<file path="config.mk">
export PLATFORM = sky130hd
export DESIGN_NAME = rtc_alarm_gate
export DESIGN_NICKNAME = d
export VERILOG_FILES = /design/src/pkg/rtc_alarm_pkg.sv /design/src/logic/supply_gate.sv /design/src/logic/rtc_alarm_gate.sv
export VERILOG_INCLUDE_DIRS = /design/src /design/src/pkg
export SDC_FILE = /design/constraint.sdc
export NUM_CORES = 1
export LEC_CHECK = 0
export BUFFER_PORTS_ARGS = -buffer_cell sky130_fd_sc_hd__buf_2
export CORE_UTILIZATION = 35
export DETAILED_ROUTE_END_ITERATION = 12
export HOLD_SLACK_MARGIN = 0.08
export PLACE_DENSITY = 0.8
export SYNTH_ARGS = -nofsm -noshare
export SYNTH_HDL_FRONTEND = slang
export SYNTH_SLANG_ARGS = --single-unit
export TNS_END_PERCENT = 100
</file>
<file path="constraint.sdc">
create_clock -name clk -period 2 [get_ports clk]
set_clock_uncertainty 0.1 [all_clocks]
set_input_delay 0.1 -clock clk [delete_from_list [all_inputs] [get_ports clk]]
set_output_delay 0.1 -clock clk [all_outputs]
set_load 0.01 [all_outputs]
</file>
<file path="src/pkg/rtc_alarm_map.svh">
`ifndef RTC_ALARM_MAP_SVH
`define RTC_ALARM_MAP_SVH
// per-field enable bit inside each alarm compare byte
`define FIELD_EN_BIT 7
// interrupt control register bit positions
`define CTRL_ALARM0_EN_BIT 5
`define CTRL_REPEAT_BIT 7
// pulsed interrupt width
`define PULSE_NS 62500
`define CLK_NS 50
`define PULSE_CYCLES ((`PULSE_NS + `CLK_NS - 1) / `CLK_NS)
`define PULSE_CNT_W 11
`endif

</file>
<file path="src/pkg/rtc_alarm_pkg.sv">
package rtc_alarm_pkg;
    // time of day / calendar, bcd bytes
    typedef struct packed {
        logic [7:0] weekday;
        logic [7:0] month;
        logic [7:0] date;
        logic [7:0] hours;
        logic [7:0] minutes;
        logic [7:0] seconds;
    } time_fields_t;
    // supply comparator results
    typedef struct packed {
        logic above_reset;   // main supply above reset threshold
        logic above_trip;    // main supply above trip threshold
        logic above_battery; // main supply above battery
    } supply_cmp_t;
    typedef enum logic [1:0] {
        IRQ_IDLE, IRQ_HOLD, IRQ_PULSE
    } irq_state_t;
endpackage : rtc_alarm_pkg

</file>
<file path="src/logic/supply_gate.sv">
`timescale 1ns/1ps
// turns synchronised supply comparisons and mode bits into access grants
module supply_gate (
    input  wire logic                       clk,
    input  wire logic                       resetn,
    input  wire rtc_alarm_pkg::supply_cmp_t cmp_raw,
    input  wire logic                       bus_in_backup_disable,
    input  wire logic                       switchover_select,
    output logic                            on_battery,
    output logic                            bus_allow,
    output logic                            mem_allow
);
    import rtc_alarm_pkg::*;

    supply_cmp_t s1_reg, s2_reg, s3_reg; // three stage synchroniser
    supply_cmp_t cmp_reg;                // accepted value
    wire         agree;
    wire         legacy;
    wire         batt_mode;

    // analog comparators are asynchronous, so resync before use
    always_ff @(posedge clk) begin
        if (!resetn) begin
            s1_reg  <= '0;
            s2_reg  <= '0;
            s3_reg  <= '0;
            cmp_reg <= '0;
        end else begin
            s1_reg <= cmp_raw;
            s2_reg <= s1_reg;
            s3_reg <= s2_reg;
            if (agree) begin
                cmp_reg <= s3_reg;
            end
        end
    end

    assign agree  = (s2_reg == s3_reg);
    assign legacy = switchover_select;
    // standard mode trips at threshold, legacy when main drops below battery
    assign batt_mode = legacy ? !cmp_reg.above_battery : !cmp_reg.above_trip;
    assign on_battery = batt_mode;
    // bus rules per mode; below reset threshold the bus is always off
    assign bus_allow = cmp_reg.above_reset &&
                       (!batt_mode ||
                        (legacy && !bus_in_backup_disable));
    // memory access never in backup except legacy with bus enabled
    assign mem_allow = bus_allow && (!batt_mode || !bus_in_backup_disable);
endmodule : supply_gate

</file>
<file path="src/logic/rtc_alarm_gate.sv">
`timescale 1ns/1ps
// Summary of operation
// no bus answer below reset threshold, ever
// mode 00: trip switchover, no bus, no memory
// mode 01: battery switchover, bus above reset
// mode 10: same as mode 00
// mode 11: bus only above reset and battery
// bit 7 enables each alarm compare field
// host sets alarm enable before interrupts
// single mode: match at rollover sets flag, irq low
// pulsed mode: pulse on every match
// pulsed mode flags each trigger, clear optional
// single holds low until clear; pulse short
// supply comparisons enter as synchronised bits
module rtc_alarm_gate (
    input  wire logic                        clk,
    input  wire logic                        resetn,
    input  wire rtc_alarm_pkg::time_fields_t now_time,      // current time
    input  wire logic                        seconds_tick,  // rollover pulse, time now updated
    input  wire rtc_alarm_pkg::time_fields_t alarm0_cmp,    // compare bytes with enables
    input  wire logic                        alarm0_enable,
    input  wire logic                        interrupt_repeat_select,
    input  wire logic                        alarm0_flag_clear, // one-cycle clear pulse
    input  wire rtc_alarm_pkg::supply_cmp_t  supply_cmp,
    input  wire logic                        bus_in_backup_disable,
    input  wire logic                        switchover_select,
    output logic                             alarm0_flag,
    output logic                             irq_freq_out_o,    // always zero when driven
    output logic                             irq_freq_out_oe,   // open drain enable
    output logic                             on_battery,
    output logic                             bus_allow,
    output logic                             mem_allow
);
    import rtc_alarm_pkg::*;
    `include "rtc_alarm_map.svh"

    localparam logic [`PULSE_CNT_W-1:0] PULSE_LEN = `PULSE_CNT_W'(`PULSE_CYCLES);

    irq_state_t                state_reg, state_next;
    logic [`PULSE_CNT_W-1:0]   cnt_reg;
    logic                      flag_reg;
    wire  [5:0]                field_ok;
    wire                       match;
    wire                       trigger;

    // field compare: disabled field always matches
    function automatic logic field_match(input logic [7:0] c, input logic [7:0] t);
        field_match = !c[`FIELD_EN_BIT] || (c[6:0] == t[6:0]);
    endfunction : field_match

    // one comparator per time field, bytes laid out as in the time word
    genvar g;
    generate
        for (g = 0; g < 6; g++) begin : g_field
            assign field_ok[g] = field_match(alarm0_cmp[g*8 +: 8], now_time[g*8 +: 8]);
        end
    endgenerate

    // all fields disabled would fire every second; kept as the hardware does
    assign match   = &field_ok;
    // the tick must be one cycle wide; a longer tick would retrigger the pulse
    assign trigger = seconds_tick && match && alarm0_enable;

    // status flag: set wins over clear
    always_ff @(posedge clk) begin
        if (!resetn) begin
            flag_reg <= 1'b0;
        end else if (trigger) begin
            flag_reg <= 1'b1;
        end else if (alarm0_flag_clear) begin
            flag_reg <= 1'b0;
        end
    end
    assign alarm0_flag = flag_reg;

    // irq pin state machine
    always_comb begin
        state_next = state_reg;
        unique case (state_reg)
            IRQ_IDLE: begin
                if (trigger) begin
                    state_next = interrupt_repeat_select ? IRQ_PULSE : IRQ_HOLD;
                end
            end
            IRQ_HOLD: begin
                if (alarm0_flag_clear && !trigger) begin
                    state_next = IRQ_IDLE;
                end
            end
            IRQ_PULSE: begin
                if (trigger && !interrupt_repeat_select) begin
                    state_next = IRQ_HOLD;
                end else if (cnt_reg == PULSE_LEN - 1'b1 && !trigger) begin
                    state_next = IRQ_IDLE;
                end
            end
        endcase
    end

    // state and pulse counter registers
    always_ff @(posedge clk) begin
        if (!resetn) begin
            state_reg <= IRQ_IDLE;
            cnt_reg   <= '0;
        end else begin
            state_reg <= state_next;
            // restart count on every trigger, pulses independent of the flag
            cnt_reg   <= (trigger || state_reg != IRQ_PULSE) ? '0 : cnt_reg + 1'b1;
        end
    end

    assign irq_freq_out_o  = 1'b0;
    assign irq_freq_out_oe = (state_reg != IRQ_IDLE);

    supply_gate u_gate (
        .clk                   (clk),
        .resetn                (resetn),
        .cmp_raw               (supply_cmp),
        .bus_in_backup_disable (bus_in_backup_disable),
        .switchover_select     (switchover_select),
        .on_battery            (on_battery),
        .bus_allow             (bus_allow),
        .mem_allow             (mem_allow)
    );

    // interrupt and flag checks

    // a match at the rollover tick with the enable set always raises the flag
    a_flag_set: assert property (@(posedge clk) disable iff (!resetn)
        trigger |=> alarm0_flag)
        else $error("flag not set after trigger");
    // single event output holds until the clear pulse
    a_hold_low: assert property (@(posedge clk) disable iff (!resetn)
        (state_reg == IRQ_HOLD && !alarm0_flag_clear) |=> irq_freq_out_oe)
        else $error("single irq released early");
    // first cycles of a pulse are driven
    a_pulse_on: assert property (@(posedge clk) disable iff (!resetn)
        (trigger && interrupt_repeat_select) |=> irq_freq_out_oe [*8])
        else $error("pulse too short");
    // the counter never runs past the pulse length
    a_pulse_end: assert property (@(posedge clk) disable iff (!resetn)
        (state_reg == IRQ_PULSE) |-> cnt_reg < PULSE_LEN)
        else $error("pulse overran");
    // no flag can rise while the host keeps the alarm disabled
    a_no_trig: assert property (@(posedge clk) disable iff (!resetn)
        !alarm0_enable |=> !$rose(alarm0_flag))
        else $error("flag without enable");
    // all compare bytes disabled means every tick matches
    a_field_off: assert property (@(posedge clk) disable iff (!resetn)
        (alarm0_cmp == '0) |-> match)
        else $error("disabled fields blocked match");

    // an enabled minutes field that differs must block the match
    a_field_miss: assert property (@(posedge clk) disable iff (!resetn)
        (alarm0_cmp.minutes[7] && (alarm0_cmp.minutes[6:0] != now_time.minutes[6:0]))
        |-> !match)
        else $error("enabled field ignored");

    // the clear pulse ends a single event interrupt
    a_clear_release: assert property (@(posedge clk) disable iff (!resetn)
        (state_reg == IRQ_HOLD && alarm0_flag_clear && !trigger) |=> !irq_freq_out_oe)
        else $error("single irq stuck after clear");

    // a pulse ends once the counter reaches its last value
    a_pulse_stop: assert property (@(posedge clk) disable iff (!resetn)
        (state_reg == IRQ_PULSE && cnt_reg == PULSE_LEN - 1'b1 && !trigger)
        |=> !irq_freq_out_oe)
        else $error("pulse too long");

    // every pulsed match outside the single event hold starts a fresh count
    a_pulse_restart: assert property (@(posedge clk) disable iff (!resetn)
        (trigger && interrupt_repeat_select && state_reg != IRQ_HOLD)
        |=> (state_reg == IRQ_PULSE && cnt_reg == '0))
        else $error("pulse not restarted");

    // pulses go on while the flag is still set from before
    a_repeat_flag: assert property (@(posedge clk) disable iff (!resetn)
        (trigger && interrupt_repeat_select && alarm0_flag) |=> irq_freq_out_oe)
        else $error("pulse blocked by old flag");

    // the flag moves only on a trigger or a clear
    a_flag_keep: assert property (@(posedge clk) disable iff (!resetn)
        (!trigger && !alarm0_flag_clear) |=> $stable(alarm0_flag))
        else $error("flag changed on its own");

    // a clear without a trigger in the same cycle drops the flag
    a_flag_clear: assert property (@(posedge clk) disable iff (!resetn)
        (alarm0_flag_clear && !trigger) |=> !alarm0_flag)
        else $error("flag not cleared");

    // supply gating checks

    // nothing passes below the reset threshold
    a_reset_bus: assert property (@(posedge clk) disable iff (!resetn)
        !u_gate.cmp_reg.above_reset |-> !bus_allow && !mem_allow)
        else $error("bus open below reset threshold");
    // standard switchover closes everything on battery
    a_std_batt: assert property (@(posedge clk) disable iff (!resetn)
        (!switchover_select && on_battery) |-> !bus_allow && !mem_allow)
        else $error("access in standard backup");
    // legacy bus with backup disabled needs main above battery
    a_mode_d: assert property (@(posedge clk) disable iff (!resetn)
        (switchover_select && bus_in_backup_disable && bus_allow)
        |-> u_gate.cmp_reg.above_battery)
        else $error("mode d bus on battery");

    // standard switchover follows the trip comparison in both modes
    a_std_switch: assert property (@(posedge clk) disable iff (!resetn)
        !switchover_select |-> (on_battery == !u_gate.cmp_reg.above_trip))
        else $error("standard switchover wrong");

    // legacy switchover follows the battery comparison
    a_legacy_switch: assert property (@(posedge clk) disable iff (!resetn)
        switchover_select |-> (on_battery == !u_gate.cmp_reg.above_battery))
        else $error("legacy switchover wrong");

    // legacy with bus in backup keeps the bus open above reset
    a_mode_b_bus: assert property (@(posedge clk) disable iff (!resetn)
        (switchover_select && !bus_in_backup_disable && u_gate.cmp_reg.above_reset)
        |-> bus_allow)
        else $error("mode b bus closed");

    // legacy with bus in backup lets memory follow the bus
    a_mode_b_mem: assert property (@(posedge clk) disable iff (!resetn)
        (switchover_select && !bus_in_backup_disable) |-> (mem_allow == bus_allow))
        else $error("mode b memory gating wrong");

    // no memory access on battery when bus in backup is disabled
    a_mode_d_mem: assert property (@(posedge clk) disable iff (!resetn)
        (switchover_select && bus_in_backup_disable && on_battery) |-> !mem_allow)
        else $error("mode d memory on battery");

    // synchroniser accepts the third stage once it agrees with the second
    a_sync_accept: assert property (@(posedge clk) disable iff (!resetn)
        (u_gate.s2_reg == u_gate.s3_reg) |=> (u_gate.cmp_reg == $past(u_gate.s3_reg)))
        else $error("agreed comparator value not taken");

    // a disagreeing pair leaves the accepted value alone
    a_sync_hold: assert property (@(posedge clk) disable iff (!resetn)
        (u_gate.s2_reg != u_gate.s3_reg) |=> $stable(u_gate.cmp_reg))
        else $error("unsettled comparator value taken");
endmodule : rtc_alarm_gate

</file>
==> Yosys cells after proc, flatten, opt, wreduce, memory -nomap -nowiden <==
Cells that the tools add are included.
W data, S select, Z words.
{ "totals": {"out_inout_bits": 6, "romBits": 0, "word_cells": 75, "memories": 0, "reg_bits": 26, "mem_bits_rw": 0, "latchBits": 0} }
{ "op_classes": {"order_cmp": 0, "bitwise": 1, "n_eq_ne": 14, "div": 0, "n_mux": 9, "n_reduce_logical": 35, "n_shift": 0, "addsub": 1, "n_mul": 0} }
{ "op_table": {"columns": ["op", "n"], "rows": [
  ["$eq A7 B7 Y1", 6],
  ["$logic_not A1 Y1", 12],
  ["$add A11 B1 Y11 const B", 1],
  ["$eq A11 B11 Y1 const B", 1],
  ["$mux W2", 5],
  ["$logic_or A1 B1 Y1", 9],
  ["$logic_and A1 B1 Y1", 8],
  ["$ne A2 B2 Y1 const B", 3],
  ["$pmux W2 S3", 1],
  ["$reduce_and A6 Y1", 1],
  ["$reduce_bool A2 Y1", 2],
  ["$eq A3 B3 Y1", 1],
  ["$mux W1", 3],
  ["$ne A3 B3 Y1 const B", 1],
  ["$reduce_and A3 Y1", 1],
  ["$eq A2 B1 Y1 const B", 1],
  ["$eq A2 B2 Y1 const B", 1],
  ["$logic_not A2 Y1", 1],
  ["$reduce_or A2 Y1", 1],
  ["$not A1 Y1", 1]
]} }

==> Longest topological paths before layout <==
{ "logic_depth": {"depth_word": 10, "ltp_mapped": 8, "depth_no_buf": 7} }

==> Cells and area by module <==
From an unflattened synthesis, not the netlist that was laid out.
{ "unflattened": {"cells_unflattened": 179, "area_unflattened_um2": 1601.5} }
{ "modules_own_cells": {"columns": ["module", "seq_area_each_um2", "cells_per_inst", "n_inst", "area_each_um2"], "rows": [
  ["rtc_alarm_gate", 280.3, 136, 1, 1173.6],
  ["supply_gate", 240.2, 43, 1, 427.9]
]} }

==> Least setup slack after synthesis <==
OpenSTA, ideal clock, no wires.
{ "synth_path": {"path_type": "register -> register", "startpoint": "register cnt_reg[5]", "endpoint": "register state_reg[0]", "n_path_buf": 0, "setup_slack_ps": 496, "path_stages_with_launch": 7, "period_less_slack_ps": 1504, "t_arrival_ps": 1332, "required_time_ps": 1828, "setup_time_ps": 72, "cell_sequence": "dfxtp_1 -> and3_1 -> nand4_1 -> o41ai_1 -> a2bb2oi_1 -> nor2_1 -> mux2i_1"} }
{ "synth_via": {"elab_chain_len": 4} }
{ "synth_rtl": {"columns": ["item", "line_no", "rtl"], "rows": [
  ["from (decl)", "rtc_alarm_gate.sv:40", "logic [`PULSE_CNT_W-1:0] cnt_reg;"],
  ["from (signal assigned)", "rtc_alarm_gate.sv:108", "cnt_reg <= (trigger || state_reg != IRQ_PULSE) ? '0 : cnt_reg + 1'b1;"],
  ["$eq A11 B11 Y1", "rtc_alarm_gate.sv:93", "end else if (cnt_reg == PULSE_LEN - 1'b1 && !trigger) begin"],
  ["$logic_and A1 B1 Y1", "rtc_alarm_gate.sv:93", null],
  ["$ne A3 B3 Y1 (no line)", null, null],
  ["$reduce_and A3 Y1 (no line)", null, null],
  ["to (signal assigned)", "rtc_alarm_gate.sv:106", "state_reg <= state_next;"],
  ["to (decl)", "rtc_alarm_gate.sv:39", "irq_state_t state_reg, state_next;"]
]} }
Every way passes these cells.
A chain may end at the register's enable or synchronous reset.

==> Worst setup path after layout <==
Same ends and word-level chain as after synthesis.

==> flow_summary.yaml <==
synth:
  synthTopCellsByArea: "dfxtp_1 (32%), xnor2_1 (15%), xor2_1 (14%), and2_1 (3.9%), ha_1 (3.9%)"
  syn_nets: 290
  syn_area_um2: 1610
  yosys.area.top_type_share: 0.324
  seq_area_frac_synth: 0.324
  ys_ff_latch: 26
  yosys.area.top_type: "dfxtp_1"
  yosysWarnings: 0
  avgSynthCellArea_um2: 9.03
  syn_inst: 178
  ys_types: 30
critical_path:
  cp_data_required_time_ns: 2.09
  crit_path_end_kind: "flop"
  crit_path_max_fanout: 4
  cp.arrival_ns: 1.76
  cp-start-kind: "flop"
  crit_type: "reg -> reg"
finish:
  fin_util: 0.521
  postLayoutCellArea_um2: 2280
  fillers: 416
  layout_common_cells: "buf_2 (105), xnor2_1 (28), xor2_1 (26), dfxtp_1 (26), nor2_1 (16)"
  num-nets-final: 405
  antennaDiodeCount: 0
  final_layout_size_suffix_gt1_frac: 0.385
  largest_reg_flops: 11
  final_common_cell: "buf_2"
  syn_to_final_growth_pct: 42.2
global_route:
  grtUsageMet3: 0.0233
  grt_most_used_layer: "met2"
  grt_use_met2: 0.284
  grt-ovfl-total: 0
  grt_max_degree: 19
  grt_pass1_wl_mm: 6.02
  antenna_found_initial: 0
  grt_util_all_layers: 0.150
  grt.met1_usage: 0.165
  grt_pass1_vias: 1551
detailed_routing:
  firstDrtPassIters: 4
  drt_iter0_drc: 45
  routed_wl_mm: 3.45
  ant_nets: 0
  wl_per_cell_um: 10.1
  num_vias: 1572
  drc_errors: 0
  vias_per_cell: 4.58
power:
  total_power_w: 0.00110
  cellPowerDensity_nw_per_um2: 481
  leakage_nw: 1.04
  ir_drop_mv: 0.232
placed_design:
  dpl-instance-area_um2: 2190
  routabilityCongestion: 0.760
  io_buffers: 105
  hpwl_mm: 2.97
timing:
  timing.fmax_mhz: 600
  tns_ns: 0
  final-max-slew-violation-count: 0
  fin_crit_ns: 1.67
  rsz0062_at_grt: "false"
  period_share: 0.833
  setup_viol: 0
  hold_viol: 0
run:
  max_cap_violations: 0
floorplanning:
  coreArea_um2: 4380
  core.rowCount: 24
  die_w_um: 69.8
  die_y_um: 69.8
  die_area_um2: 4870
  start_util: 0.366
  pin_count: 113
run_status:
  status: "complete, no violations"
clocking:
  cts_sinks: 26
  root_buffer: "clkbuf_8"
  clock_latency_ns: 0.26
  cts_max_level: 1
  post_cts_resized: 0
  cts_hold_buf: 5
  clkTransAtPathRegs_ns: 0.08
  numCtsBuffers: 3
  cts_buffer_depth: 2
  cts_tree: "yes"
  cts_setup_buffers: 0
hold_path:
  hold_class: "in -> reg"
## cells by family after synthesis
family	after synthesis	share of synthesized area
multiplexers	5	0.0312
AO/OA/AOI/OAI	18	0.0872
adder cells (fa/ha/maj)	5	0.0389
XOR/XNOR	54	0.294
flip-flops	26	0.324
other	1	0.00233
buffers and inverters	11	0.0374
AND/OR/NAND/NOR	58	0.185
## cells in the mapped netlist
cell type,count
and3_1,2
a21o_1,1
a21boi_0,2
mux2i_1,5
dfxtp_1,26
o21a_1,1
nor2_1,16
nand2b_1,1
conb_1,1
o31ai_1,2
nand4b_1,1
and2_1,10
o41ai_1,7
nand3_1,5
xor2_1,26
o21ai_0,1
a2bb2oi_1,1
nand2_1,10
or2_1,1
xnor2_1,28
clkbuf_1,1
nand4_1,8
a31oi_1,2
inv_1,7
buf_4,1
nor2b_1,2
ha_1,5
nand3b_1,2
a211oi_1,1
buf_6,2
## power by group
group	switching [W]	internal, W
registers	0.00000862	0.000531
logic	0.000116	0.000168
clock network	0.000142	0.000134
total	0.000266	0.000834
## final cells by class
class / instances / area, um^2 / share of cell area
clock buffers: 3 / 41.3 / 0.0181
repair buffers: 114 / 606 / 0.265
multi-input cells: 141 / 1030 / 0.449
flip-flops and latches: 26 / 520 / 0.228
well taps: 52 / 65.1 / 0.0285
inverters: 7 / 26.3 / 0.0115
## path summary, 6_finish.rpt
path                     from          endpoint  slack (ns)  cells after the start
max reg2reg        cnt_reg[5]      state_reg[0]        0.33                      6
min                    resetn       alarm0_flag        0.12                      2
min reg2reg  u_gate.s1_reg[1]  u_gate.s2_reg[1]        0.34                      1
max                cnt_reg[5]      state_reg[0]        0.33                      6
## metrics by stage
stage | hold WS [ns] | worst slack, ns | std cells
after CTS | 0.124 | 0.318 | 343
final | 0.118 | 0.334 | 343
after floorplan | 0.127 | 0.496 | 178
after global placement | 0.209 | 0.149 | 335
after global routing | 0.128 | 0.176 | 343
after detailed placement | 0.214 | 0.111 | 335
## worst max-delay path, stage by stage (launching register included)
cell and delay (ns):
dfxtp_1 0.39, and3_1 0.23, nand4_1 0.11, o41ai_1 0.26, a2bb2oi_1 0.11, nor2_1 0.21, mux2i_1 0.20
## metal layers
metal  vias to the layer above  wire length [um]
met5                         -                 0
met4                         0                48
met3                         4               209
met2                        66              1770
met1                       680              1420
li1                        822                 -
Note: power is estimated with default switching activity, not from simulation.
